**config.mk**
```make
export PLATFORM = sky130hd
export DESIGN_NAME = mesf_core
export DESIGN_NICKNAME = d
export VERILOG_FILES = /design/src/core/mesf_pkg.sv /design/src/core/mesf_flag_bank.sv /design/src/core/mesf_core.sv
export SDC_FILE = /design/constraint.sdc
export NUM_CORES = 1
export LEC_CHECK = 0
export ABC_AREA = 0
export BUFFER_PORTS_ARGS = -buffer_cell sky130_fd_sc_hd__buf_2
export CORE_ASPECT_RATIO = 0.9
export CORE_MARGIN = 2
export CORE_UTILIZATION = 50
export DETAILED_ROUTE_END_ITERATION = 8
export PLACE_DENSITY = 0.73
export SYNTH_ARGS = -nofsm -noshare
export SYNTH_HDL_FRONTEND = slang
export SYNTH_HIERARCHICAL = 1
export SYNTH_SLANG_ARGS = --single-unit
```
**constraint.sdc**
```tcl
create_clock -name clk -period 1.5 [get_ports clk]
set_input_delay 0.075 -clock clk [delete_from_list [all_inputs] [get_ports clk]]
set_output_delay 0.075 -clock clk [all_outputs]
set_load 0.01 [all_outputs]
```
**src/core/mesf_pkg.sv**
```systemverilog
// package of the metering event status flag block
// assumes a 16-bit word address port that carries the printed offsets
package mesf_pkg;

  // register word addresses
  localparam logic [15:0] ADDR_EVT_ST0    = 16'he502;
  localparam logic [15:0] ADDR_EVT_ST1    = 16'he503;
  localparam logic [15:0] ADDR_ENA0       = 16'he50a;
  localparam logic [15:0] ADDR_ENA1       = 16'he50b;
  localparam logic [15:0] ADDR_MEAS_MODE  = 16'he700;
  localparam logic [15:0] ADDR_PULSE_MODE = 16'he701;
  localparam logic [15:0] ADDR_SIGNS      = 16'he702;
  localparam logic [15:0] ADDR_NOLOAD     = 16'he703;

  // status 0 bit positions
  localparam int ST0_SUM1   = 9;
  localparam int ST0_REACT  = 10;
  localparam int ST0_SUM2   = 13;
  localparam int ST0_PULSE  = 14;
  localparam int ST0_DONE   = 17;
  localparam int ST0_SUM3   = 18;
  localparam int ST0_WIDTH  = 19;

  // status 1 bit positions
  localparam int ST1_TOT_NL  = 0;
  localparam int ST1_FUND_NL = 1;
  localparam int ST1_APP_NL  = 2;
  localparam int ST1_VTO    = 3;
  localparam int ST1_ITO    = 6;
  localparam int ST1_VZX    = 9;
  localparam int ST1_IZXA   = 12;
  localparam int ST1_WIDTH  = 13;

  // phase sign register positions
  localparam int SGN_SUM1   = 3;
  localparam int SGN_REACT  = 4;
  localparam int SGN_SUM2   = 7;
  localparam int SGN_SUM3   = 8;
  localparam int SGN_WIDTH  = 9;

  // measurement mode and pulse mode fields
  localparam int MM_REACT_SEL = 1;
  localparam int MM_WIDTH     = 2;
  localparam int CF_SEL1      = 0;
  localparam int CF_SEL2      = 3;
  localparam int CF_SEL3      = 6;
  localparam int CF_DIS1      = 9;
  localparam int CF_WIDTH     = 12;

  // no-load phase register fields
  localparam int NL_TOTAL   = 0;
  localparam int NL_FUND    = 3;
  localparam int NL_APPAR   = 6;
  localparam int NL_WIDTH   = 9;

  // reset values
  localparam logic [31:0] RST_MASK   = 32'h0000_0000;
  localparam logic [1:0]  RST_MEAS_MODE  = 2'h0;
  localparam logic [11:0] RST_PULSE_MODE = 12'h000;

endpackage : mesf_pkg

```
**src/core/mesf_flag_bank.sv**
```systemverilog
// bank of sticky event flags, cleared by writing one
// assumes set and clear come from logic on the same clock
module mesf_flag_bank #(
  parameter int W = 8
) (
  // clock and reset
  input  wire logic         clk,
  input  wire logic         resetn,
  // events and clears
  input  wire logic [W-1:0] set_in,
  input  wire logic [W-1:0] clr_in,
  // flags
  output logic      [W-1:0] flags_ff
);

  logic [W-1:0] nxt_flags;

  // set wins over a clear in the same cycle
  assign nxt_flags = set_in | (flags_ff & ~clr_in);

  always_ff @(posedge clk or negedge resetn) begin
    if (!resetn) begin
      flags_ff <= '0;
    end else begin
      flags_ff <= nxt_flags;
    end
  end

endmodule : mesf_flag_bank

```
**src/core/mesf_core.sv**
```systemverilog
// event status flags, masks and interrupt request of the metering core
// assumes all event inputs come from dsp logic on clk, no crossing needed
module mesf_core (
  // clock and reset
  input  wire logic        clk,
  input  wire logic        resetn,
  // register port
  input  wire logic [15:0] reg_addr,
  input  wire logic [31:0] reg_wdata,
  input  wire logic        reg_wr,
  input  wire logic        reg_rd,
  output logic      [31:0] reg_rdata,
  // power signs, one means negative
  input  wire logic        sum1_sign_a,
  input  wire logic        sum2_sign_b,
  input  wire logic        sum3_sign_c,
  input  wire logic [2:0]  total_reactive_sign,
  input  wire logic [2:0]  fund_reactive_sign,
  // raw pulse levels from the pulse generators, idle high
  input  wire logic [2:0]  pulse_raw,
  // dsp cycle done strobe
  input  wire logic        compute_cycle_done,
  // no-load phase levels
  input  wire logic [2:0]  total_noload_phases,
  input  wire logic [2:0]  fundamental_noload_phases,
  input  wire logic [2:0]  apparent_noload_phases,
  // zero crossing strobes, phase a in bit 0
  input  wire logic [2:0]  volt_crossing_timeout,
  input  wire logic [2:0]  curr_crossing_timeout,
  input  wire logic [2:0]  volt_crossing_seen,
  input  wire logic        curr_a_crossing_seen,
  // pulse pins, active low
  output logic             pulse_out_1_n,
  output logic             pulse_out_2_n,
  output logic             pulse_out_3_n,
  // power selects toward the pulse datapaths
  output logic      [2:0]  pulse1_power_select,
  output logic      [2:0]  pulse2_power_select,
  output logic      [2:0]  pulse3_power_select,
  // interrupt request, active low
  output logic             interrupt_request_out_n
);

  // software registers
  logic [31:0] event_enable_zero_ff;
  logic [31:0] event_enable_one_ff;
  logic [1:0]  measurement_mode_ff;
  logic [11:0] pulse_output_mode_ff;
  logic [31:0] rdata_ff;

  // tracked state
  logic [8:0]  phase_sign_ff;
  logic [8:0]  noload_prev_ff;
  logic [2:0]  pulse_prev_ff;
  logic [2:0]  pulse_pin_ff;
  logic        irq_n_ff;

  // flags
  logic [18:0] st0_flags;
  logic [12:0] st1_flags;

  // address decode
  wire hit_st0  = reg_addr == mesf_pkg::ADDR_EVT_ST0;
  wire hit_st1  = reg_addr == mesf_pkg::ADDR_EVT_ST1;
  wire hit_msk0 = reg_addr == mesf_pkg::ADDR_ENA0;
  wire hit_msk1 = reg_addr == mesf_pkg::ADDR_ENA1;
  wire hit_mm   = reg_addr == mesf_pkg::ADDR_MEAS_MODE;
  wire hit_cf   = reg_addr == mesf_pkg::ADDR_PULSE_MODE;
  wire hit_sgn  = reg_addr == mesf_pkg::ADDR_SIGNS;
  wire hit_nl   = reg_addr == mesf_pkg::ADDR_NOLOAD;

  wire wr_st0  = reg_wr & hit_st0;
  wire wr_st1  = reg_wr & hit_st1;
  wire wr_msk0 = reg_wr & hit_msk0;
  wire wr_msk1 = reg_wr & hit_msk1;
  wire wr_mm   = reg_wr & hit_mm;
  wire wr_cf   = reg_wr & hit_cf;

  // reactive sign source, zero total, one fundamental
  wire reactive_sign_source_select =
    measurement_mode_ff[mesf_pkg::MM_REACT_SEL];
  wire [2:0] react_sign = reactive_sign_source_select ?
    fund_reactive_sign : total_reactive_sign;

  // new value of the phase sign register
  logic [8:0] nxt_phase_sign;
  always_comb begin
    nxt_phase_sign = '0;
    nxt_phase_sign[mesf_pkg::SGN_SUM1] = sum1_sign_a;
    nxt_phase_sign[mesf_pkg::SGN_REACT +: 3] = react_sign;
    nxt_phase_sign[mesf_pkg::SGN_SUM2] = sum2_sign_b;
    nxt_phase_sign[mesf_pkg::SGN_SUM3] = sum3_sign_c;
  end

  // sign changes against the stored signs
  wire [8:0] sign_flip = nxt_phase_sign ^ phase_sign_ff;
  wire sum1_sign_flip = sign_flip[mesf_pkg::SGN_SUM1];
  wire sum2_sign_flip = sign_flip[mesf_pkg::SGN_SUM2];
  wire sum3_sign_flip = sign_flip[mesf_pkg::SGN_SUM3];
  wire phase_a_reactive_sign_flip = sign_flip[mesf_pkg::SGN_REACT];
  wire phase_b_reactive_sign_flip = sign_flip[mesf_pkg::SGN_REACT+1];
  wire phase_c_reactive_sign_flip = sign_flip[mesf_pkg::SGN_REACT+2];

  // pulse falling edges, counted even while the pin is disabled
  wire [2:0] pulse_fall = pulse_prev_ff & ~pulse_raw;

  // disables from the pulse mode register
  wire pulse1_disable = pulse_output_mode_ff[mesf_pkg::CF_DIS1];
  wire pulse2_disable = pulse_output_mode_ff[mesf_pkg::CF_DIS1+1];
  wire pulse3_disable = pulse_output_mode_ff[mesf_pkg::CF_DIS1+2];
  wire [2:0] pulse_disable = {pulse3_disable, pulse2_disable,
                              pulse1_disable};

  // disabled pins rest high
  wire [2:0] nxt_pulse_pin = pulse_raw | pulse_disable;

  // no-load entry per phase
  logic [8:0] noload_now;
  always_comb begin
    noload_now = '0;
    noload_now[mesf_pkg::NL_TOTAL +: 3] = total_noload_phases;
    noload_now[mesf_pkg::NL_FUND  +: 3] = fundamental_noload_phases;
    noload_now[mesf_pkg::NL_APPAR +: 3] = apparent_noload_phases;
  end
  wire [8:0] noload_entry = noload_now & ~noload_prev_ff;
  wire total_noload_flag =
    |noload_entry[mesf_pkg::NL_TOTAL +: 3];
  wire fundamental_noload_flag =
    |noload_entry[mesf_pkg::NL_FUND +: 3];
  wire apparent_noload_flag =
    |noload_entry[mesf_pkg::NL_APPAR +: 3];

  // status 0 event vector
  logic [18:0] st0_set;
  always_comb begin
    st0_set = '0;
    st0_set[mesf_pkg::ST0_SUM1]       = sum1_sign_flip;
    st0_set[mesf_pkg::ST0_REACT]      = phase_a_reactive_sign_flip;
    st0_set[mesf_pkg::ST0_REACT+1]    = phase_b_reactive_sign_flip;
    st0_set[mesf_pkg::ST0_REACT+2]    = phase_c_reactive_sign_flip;
    st0_set[mesf_pkg::ST0_SUM2]       = sum2_sign_flip;
    st0_set[mesf_pkg::ST0_PULSE +: 3] = pulse_fall;
    st0_set[mesf_pkg::ST0_DONE]       = compute_cycle_done;
    st0_set[mesf_pkg::ST0_SUM3]       = sum3_sign_flip;
  end

  // status 1 event vector
  logic [12:0] st1_set;
  always_comb begin
    st1_set = '0;
    st1_set[mesf_pkg::ST1_TOT_NL]  = total_noload_flag;
    st1_set[mesf_pkg::ST1_FUND_NL] = fundamental_noload_flag;
    st1_set[mesf_pkg::ST1_APP_NL]  = apparent_noload_flag;
    st1_set[mesf_pkg::ST1_VTO +: 3] = volt_crossing_timeout;
    st1_set[mesf_pkg::ST1_ITO +: 3] = curr_crossing_timeout;
    st1_set[mesf_pkg::ST1_VZX +: 3] = volt_crossing_seen;
    st1_set[mesf_pkg::ST1_IZXA]     = curr_a_crossing_seen;
  end

  // write-one clears
  wire [18:0] st0_clr = wr_st0 ? reg_wdata[18:0] : '0;
  wire [12:0] st1_clr = wr_st1 ? reg_wdata[12:0] : '0;

  mesf_flag_bank #(
    .W (mesf_pkg::ST0_WIDTH)
  ) u_st0_bank (
    .clk      (clk),
    .resetn   (resetn),
    .set_in   (st0_set),
    .clr_in   (st0_clr),
    .flags_ff (st0_flags)
  );

  mesf_flag_bank #(
    .W (mesf_pkg::ST1_WIDTH)
  ) u_st1_bank (
    .clk      (clk),
    .resetn   (resetn),
    .set_in   (st1_set),
    .clr_in   (st1_clr),
    .flags_ff (st1_flags)
  );

  // full register views, upper bits read zero
  wire [31:0] event_status_zero = {13'h0000, st0_flags};
  wire [31:0] event_status_one  = {19'h00000, st1_flags};

  // interrupt request, low while any enabled flag is pending
  wire pending = |(event_status_zero & event_enable_zero_ff) |
                 |(event_status_one  & event_enable_one_ff);
  wire nxt_irq_n = ~pending;

  // read selection
  logic [31:0] nxt_rdata;
  always_comb begin
    nxt_rdata = 32'h0000_0000;
    if (reg_rd) begin
      if (hit_st0) begin
        nxt_rdata = event_status_zero;
      end else if (hit_st1) begin
        nxt_rdata = event_status_one;
      end else if (hit_msk0) begin
        nxt_rdata = event_enable_zero_ff;
      end else if (hit_msk1) begin
        nxt_rdata = event_enable_one_ff;
      end else if (hit_mm) begin
        nxt_rdata = {30'h0000_0000, measurement_mode_ff};
      end else if (hit_cf) begin
        nxt_rdata = {20'h00000, pulse_output_mode_ff};
      end else if (hit_sgn) begin
        nxt_rdata = {23'h000000, phase_sign_ff};
      end else if (hit_nl) begin
        nxt_rdata = {23'h000000, noload_now};
      end
    end
  end

  // software registers
  always_ff @(posedge clk or negedge resetn) begin
    if (!resetn) begin
      event_enable_zero_ff <= mesf_pkg::RST_MASK;
      event_enable_one_ff  <= mesf_pkg::RST_MASK;
    end else begin
      if (wr_msk0) begin
        event_enable_zero_ff <= reg_wdata;
      end
      if (wr_msk1) begin
        event_enable_one_ff <= reg_wdata;
      end
    end
  end

  always_ff @(posedge clk or negedge resetn) begin
    if (!resetn) begin
      measurement_mode_ff  <= mesf_pkg::RST_MEAS_MODE;
      pulse_output_mode_ff <= mesf_pkg::RST_PULSE_MODE;
    end else begin
      if (wr_mm) begin
        measurement_mode_ff <= reg_wdata[1:0];
      end
      if (wr_cf) begin
        pulse_output_mode_ff <= reg_wdata[11:0];
      end
    end
  end

  // tracked state and pins
  always_ff @(posedge clk or negedge resetn) begin
    if (!resetn) begin
      phase_sign_ff  <= '0;
      noload_prev_ff <= '0;
      pulse_prev_ff  <= 3'h7;
      pulse_pin_ff   <= 3'h7;
      irq_n_ff       <= 1'b1;
      rdata_ff       <= 32'h0000_0000;
    end else begin
      phase_sign_ff  <= nxt_phase_sign;
      noload_prev_ff <= noload_now;
      pulse_prev_ff  <= pulse_raw;
      pulse_pin_ff   <= nxt_pulse_pin;
      irq_n_ff       <= nxt_irq_n;
      rdata_ff       <= nxt_rdata;
    end
  end

  // outputs
  assign reg_rdata               = rdata_ff;
  assign pulse_out_1_n           = pulse_pin_ff[0];
  assign pulse_out_2_n           = pulse_pin_ff[1];
  assign pulse_out_3_n           = pulse_pin_ff[2];
  assign pulse1_power_select     =
    pulse_output_mode_ff[mesf_pkg::CF_SEL1 +: 3];
  assign pulse2_power_select     =
    pulse_output_mode_ff[mesf_pkg::CF_SEL2 +: 3];
  assign pulse3_power_select     =
    pulse_output_mode_ff[mesf_pkg::CF_SEL3 +: 3];
  assign interrupt_request_out_n = irq_n_ff;

endmodule : mesf_core

```
==> impl_metrics.tcl, run 1 <==
set metrics [dict create \
    timing.critical_path.from_type "flip-flop" \
    htreeDepth 4 \
    yosysUniqueCellTypes 52 \
    wirelength_um 20300 \
    arrival_ps 1790 \
    dp_hpwl_um 13800 \
    firstDrtPassIters 7 \
    max_freq_mhz 694 \
    clk_pin_slew_ps 60 \
    syn-instance-count 594 \
    numPlacedInstances 945 \
    via_count 5852 \
    die_x_um 131 \
    finalSetupViolCount 0 \
    netSwitchingFraction 0.222 \
    rows 41 \
    fin_skew_ps 7.79 \
    run_status "complete, no violations" \
    core_area_sq_um 14100 \
    grt_pass1_vias 6296 \
    fin_crit_sh 0.960 \
    wl_per_cell_um 19.5 \
    synthArstFlopShare 1.00 \
    antenna_left 0 \
    drc 0 \
    worstPathRequired_ps 1850 \
    io_pins 129 \
    syn_area_sq_um 7270 \
    worstSetupPathType "reg2reg" \
    multi_input_area_sq_um 2900 \
    dr.first_iter.drc_count 535 \
    cpPeakStageDelay_ps 410 \
    grt_max_degree 48 \
    gp_congestion 0.870 \
    hold_path.class "in2reg" \
    rsz0062_at_grt "false" \
    final-seq-area_sq_um 4110 \
    crit_path_cell_trace "a22o_1 > a221oi_1 > nand4_1 > nor3_2" \
    grt_overflow 0 \
    antenna_found_initial 0 \
    die_area_sq_um 15500 \
    worst_pin_slew_ps 686 \
    synth-seq-area-share 0.566 \
    ys_seq_elements 164 \
    critPathBufInv 0 \
    layout_common_cells "dfrtp_1, buf_2, dlygate4sd3_1" \
    cts_tree "done" \
    synth_top_area_cell "dfrtp_1" \
    clockBufferDepth 2 \
    endpoint_kind "flip-flop" \
    synth-main-ff-cell "dfrtp_1" \
    p_per_area_nw_per_um2 963 \
    clock_latency_ps 430 \
    min_period_ps 1440 \
    start_util 0.515 \
    syn_to_final_growth_pct 35.7 \
    slew_headroom 0.542 \
    p_leak_nw 4.81 \
    slew_violations 0 \
    synth_edf_count 0 \
    fin_nets 920 \
    avgSynthCellArea_sq_um 12.2 \
    p_comb_frac 0.066 \
    numCtsBuffers 17 \
    slowest_stage "dfrtp_1" \
    diodes 0 \
    grt_pass1_wl_um 32600 \
    cts-root-buf "clkbuf_16" \
    track_usage 0.272 \
    drive_gt1_frac 0.356 \
    synth.area.top_cells "dfrtp_1, mux2_2, mux2_1" \
    nFillCells 1021 \
    stdcell_count 1042 \
    max_cap_violations 0 \
    crit_fanout 3 \
    finalHoldViolCount 0 \
    ys_warn_count 6 \
    fp.dieH_um 118 \
    layout_commonest_cell "dfrtp_1" \
    p_seq_frac 0.471 \
    timing.setup.tns_ps 0 \
    p_clk_frac 0.463 \
    p_int_mw 7.39 \
    avgViaCountPerCell 5.62 \
    port_buffers 128 \
    p_switching_mw 2.11 \
    peakVddDrop_mv 0.873 \
    path_delay_family "compound AO/OA/AOI/OAI gates" \
    clock-sinks 164 \
    synth.top_cell.area_share 0.540 \
    fin_util 0.699 \
]
## through the flow
step | hold WS [ps] | worst slack (ps) | instance area, sq um | power (mW)
final | 80.9 | 59.8 | 9870 | 9.50
after global routing | 81.7 | 13.5 | 9870 | 9.81
after CTS | 62.5 | 29.5 | 9840 | 9.54
after detailed placement | 36.4 | -359 | 8580 | 5.04
after global placement | 30.0 | -330 | 8580 | 5.03
after floorplan | -221 | -91.6 | 7360 | 4.68
## power groups by stage
stage / Combinational [mW] / Clock (mW) / Sequential, mW
after floorplan: 0.127 / 0 / 4.55
after global placement: 0.475 / 0 / 4.55
after detailed placement: 0.490 / 0 / 4.55
after CTS: 0.624 / 4.45 / 4.47
after global routing: 0.685 / 4.65 / 4.47
final: 0.629 / 4.39 / 4.47
## path summary, 6_finish.rpt
| check | end | depth (start not counted) | slack (ps) | startpoint |
|---|---|---|---|---|
| worst max-delay path | interrupt_request_out_n | 4 | 60 | u_st0_bank/flags_ff[2] |
| worst min-delay path | reg_rdata[5] | 4 | 80 | reg_rd |
| worst max register to register | interrupt_request_out_n | 4 | 60 | u_st0_bank/flags_ff[2] |
| worst min register to register | event_enable_zero_ff[20] | 1 | 500 | event_enable_zero_ff[20] |
| max in group asynchronous | pulse_prev_ff[2] | 3 | 670 | resetn |
| min in group asynchronous | u_st0_bank/flags_ff[8] | 2 | 150 | resetn |
## worst reg2reg max path, delay by kind of cell, from the launching register on
| kind | cells | cell delay, ps |
|---|---|---|
| flip-flops | 1 | 410 |
| AO/OA/AOI/OAI | 2 | 570 |
| AND/OR/NAND/NOR | 2 | 370 |
## registers in the layout (all words and copies together), names as in the netlist
name and count:
event_enable_one_ff 32, event_enable_zero_ff 32, interrupt_request_out_n 1, measurement_mode_ff 2, noload_prev_ff 9, phase_sign_ff 6, pulse_output_mode_ff 12, pulse_pin_ff 3
pulse_prev_ff 3, reg_rdata 32, u_st0_bank/flags_ff 19, u_st1_bank/flags_ff 13
## final cells by class
cell class                 count  area share
clock inverter                11      0.0126
timing repair buffer         252       0.188
clock buffer                  21      0.0487
sequential                   164       0.417
multi-input combinational    359       0.294
inverter                      42      0.0160
tap                          193      0.0245
## timing repair
action | in CTS | in global routing
resized for setup | 0 | 5
endpoints found under the setup margin | 0 | 11
hold endpoints to repair | 235 | 0
hold buffers | 65 | 0
buffers inserted | 0 | 0
## logic make-up (layout without fill, tap and decap cells)
kind of cell	after synthesis	count (layout)	synth area share
flops	164	164	0.566
compound gates	124	124	0.129
simple gates	122	122	0.0991
mux	98	98	0.149
buf+inv	79	326	0.0499
xor+xnor	6	6	0.00723
other cells	1	9	0.000516
## synth_stat cells (all sizes together), types with 7 or more instances
cell type and count:
clkbuf 11, inv 42, o21ai 11, nor3 7, buf 26, and2 14, dfrtp 157, a21o 32
mux2 81, nor2 24, and3 20, a22oi 25, a221oi 12, nand2 23, dfstp 7, a21oi 11
mux2i 17
## per-layer routing
metal	vias to the layer above	global-route usage	wire length, um
met5	-	0	0
met4	0	0.127	556
met3	44	0.0622	1340
met2	241	0.457	10100
met1	2961	0.337	8330
li1	2606	-	-
Note: power is estimated with default switching activity, not from simulation.
==> inputs of run 2 (changes only) <==
--- a/config.mk
+++ b/config.mk
@@ -6,12 +6,11 @@
 export NUM_CORES = 1
 export LEC_CHECK = 0
 export ABC_AREA = 0
-export BUFFER_PORTS_ARGS = -buffer_cell sky130_fd_sc_hd__buf_2
 export CORE_ASPECT_RATIO = 0.9
 export CORE_MARGIN = 2
 export CORE_UTILIZATION = 50
 export DETAILED_ROUTE_END_ITERATION = 8
-export PLACE_DENSITY = 0.73
+export DONT_BUFFER_PORTS = 1
 export SYNTH_ARGS = -nofsm -noshare
 export SYNTH_HDL_FRONTEND = slang
 export SYNTH_HIERARCHICAL = 1
==> run 2 against run 1 <==
Effect of this change: the run now ends with hold timing left; clock-buffer cell count up 2; largest power group is now clock; via count shrank 11%; clock skew fell by 0.70 ps; die area unchanged; flip-flop and latch count is the same; largest cell class unchanged; critical endpoint is now u_st0_bank/flags_ff[12].
==> impl_metrics.tcl, run 2 (same netlist as run 1, synthesis figures left out) <==
set metrics [dict create \
    run_status "complete, but fails checks" \
    violations "hold timing" \
    clock-sinks 164 \
    drive_gt1_frac 0.219 \
    syn_to_final_growth_pct 25.8 \
    io_pins 129 \
    slew_violations 0 \
    grt_pass1_wl_um 30600 \
    grt_max_degree 165 \
    min_period_ps 1410 \
    timing.critical_path.from_type "flip-flop" \
    post-place-ws_ps -281 \
    fin_crit_sh 0.937 \
    r2r-end "u_st0_bank/flags_ff[12]" \
    die_x_um 131 \
    finalHoldViolCount 164 \
    crit_fanout 5 \
    dr.first_iter.drc_count 353 \
    finalSetupViolCount 0 \
    via_count 5217 \
    firstDrtPassIters 5 \
    fin_skew_ps 7.09 \
    grt_pass1_vias 5436 \
    track_usage 0.259 \
    layout_common_cells "dfrtp_1, dlygate4sd3_1, mux2_2" \
    arrival_ps 1780 \
    wirelength_um 19300 \
    worstPathRequired_ps 1870 \
    numCtsBuffers 17 \
    cts-root-buf "clkbuf_16" \
    antenna_found_initial 0 \
    peakVddDrop_mv 0.856 \
    avgViaCountPerCell 5.76 \
    antenna_left 0 \
    nFillCells 1122 \
    max_freq_mhz 711 \
    drc 0 \
    diodes 0 \
    fin_util 0.648 \
    start_util 0.515 \
    layout_commonest_cell "dfrtp_1" \
    wl_per_cell_um 21.4 \
    crit_path_cell_trace "mux2_2 > xor2_1 > a21o_1" \
    r2r_cells 3 \
    clk_pin_slew_ps 60 \
    hold_path.class "in2async" \
    cts_hold_buf 68 \
    htreeDepth 4 \
    die_area_sq_um 15500 \
    cts_setup_buffers 0 \
    cpPeakStageDelay_ps 480 \
    r2r-start "measurement_mode_ff[1]" \
    worst_pin_slew_ps 867 \
    rsz0062_at_grt "false" \
    port_buffers 0 \
    holdWs_ps -663 \
    stdcell_count 905 \
    clockBufferDepth 2 \
    numPlacedInstances 805 \
    fp.dieH_um 118 \
    core_area_sq_um 14100 \
    clock_latency_ps 430 \
    rows 41 \
    endpoint_kind "flip-flop" \
    worst_slack_ps 93.9 \
    p_leak_nw 4.20 \
    p_per_area_nw_per_um2 1030 \
    fin_nets 783 \
    grt_overflow 0 \
    cts_tree "done" \
    slowest_stage "dfrtp_1" \
    worstSetupPathType "reg2reg" \
    reg2reg_setup_slack_ps 90 \
    slew_headroom 0.420 \
    max_cap_violations 0 \
    gp_congestion 0.885 \
    dp_hpwl_um 12700 \
]
==> run 2: cell count changes in the layout (fill, tap and decap cells not counted), sizes merged <==
cell	before	now
dlymetal6s4s	0	1
bufinv	2	4
inv	44	42
dlygate4sd3	65	67
clkbuf	21	23
buf	187	47
clkinvlp	3	1
==> run 2: how the worst max path moves through the flow <==
stage / start / to / slack, ps / cells past startpoint
after CTS: event_enable_zero_ff[2] / interrupt_request_out_n / 10 / 4
after global placement: reg_addr[11] / reg_rdata[11] / -270 / 8
after detailed placement: reg_addr[11] / reg_rdata[11] / -280 / 8
final: measurement_mode_ff[1] / u_st0_bank/flags_ff[12] / 90 / 3
after global routing: event_enable_zero_ff[11] / interrupt_request_out_n / 20 / 4
after floorplan: reg_addr[4] / u_st1_bank/flags_ff[10] / -90 / 7
==> run 2: metrics by stage <==
step	instance area, sq um	setup TNS [ps]	total power [mW]
after floorplan	7360	-6780	4.68
after global placement	7820	-14880	4.71
after detailed placement	7820	-19810	4.71
after CTS	9140	0	9.51
after global routing	9150	0	9.74
final	9150	0	9.46
==> run 2: worst max-delay path, delay by kind of cell, from the launching register on <==
kind | cells | cell delay [ps]
flops | 1 | 480
xor+xnor | 1 | 350
compound gates | 1 | 120
mux | 1 | 390
==> run 2: area by class of cell <==
class	count	area, sq um	area share
clock buffer	23	478	0.0523
tap	193	241	0.0264
inverter	42	158	0.0172
sequential	164	4110	0.450
clock inverter	9	151	0.0166
multi-input combinational	359	2880	0.315
timing repair buffer	115	1120	0.123
==> run 2: what timing repair did <==
| item | CTS | global route |
|---|---|---|
| hold endpoints to repair | 317 | 164 |
| endpoints found under the setup margin | 1 | 4 |
| pin swaps | 0 | 1 |
| resized for setup | 1 | 2 |
==> run 2: power breakdown <==
group	switching (mW)	total (mW)	internal [mW]	leakage (nW)
clock network	1.70	4.62	2.91	0.307
registers	0.0167	4.48	4.46	2.07
logic	0.169	0.362	0.193	1.83
total	1.89	9.46	7.57	4.20
==> run 2: per-layer routing <==
metal | share of wire | wire length [um] | track usage | vias to the layer above
met5 | 0 | 0 | 0 | -
met1 | 0.45 | 8610 | 0.348 | 2696
met2 | 0.48 | 9330 | 0.422 | 170
met4 | 0.014 | 277 | 0.0802 | 0
met3 | 0.058 | 1120 | 0.0583 | 19
li1 | - | - | - | 2332
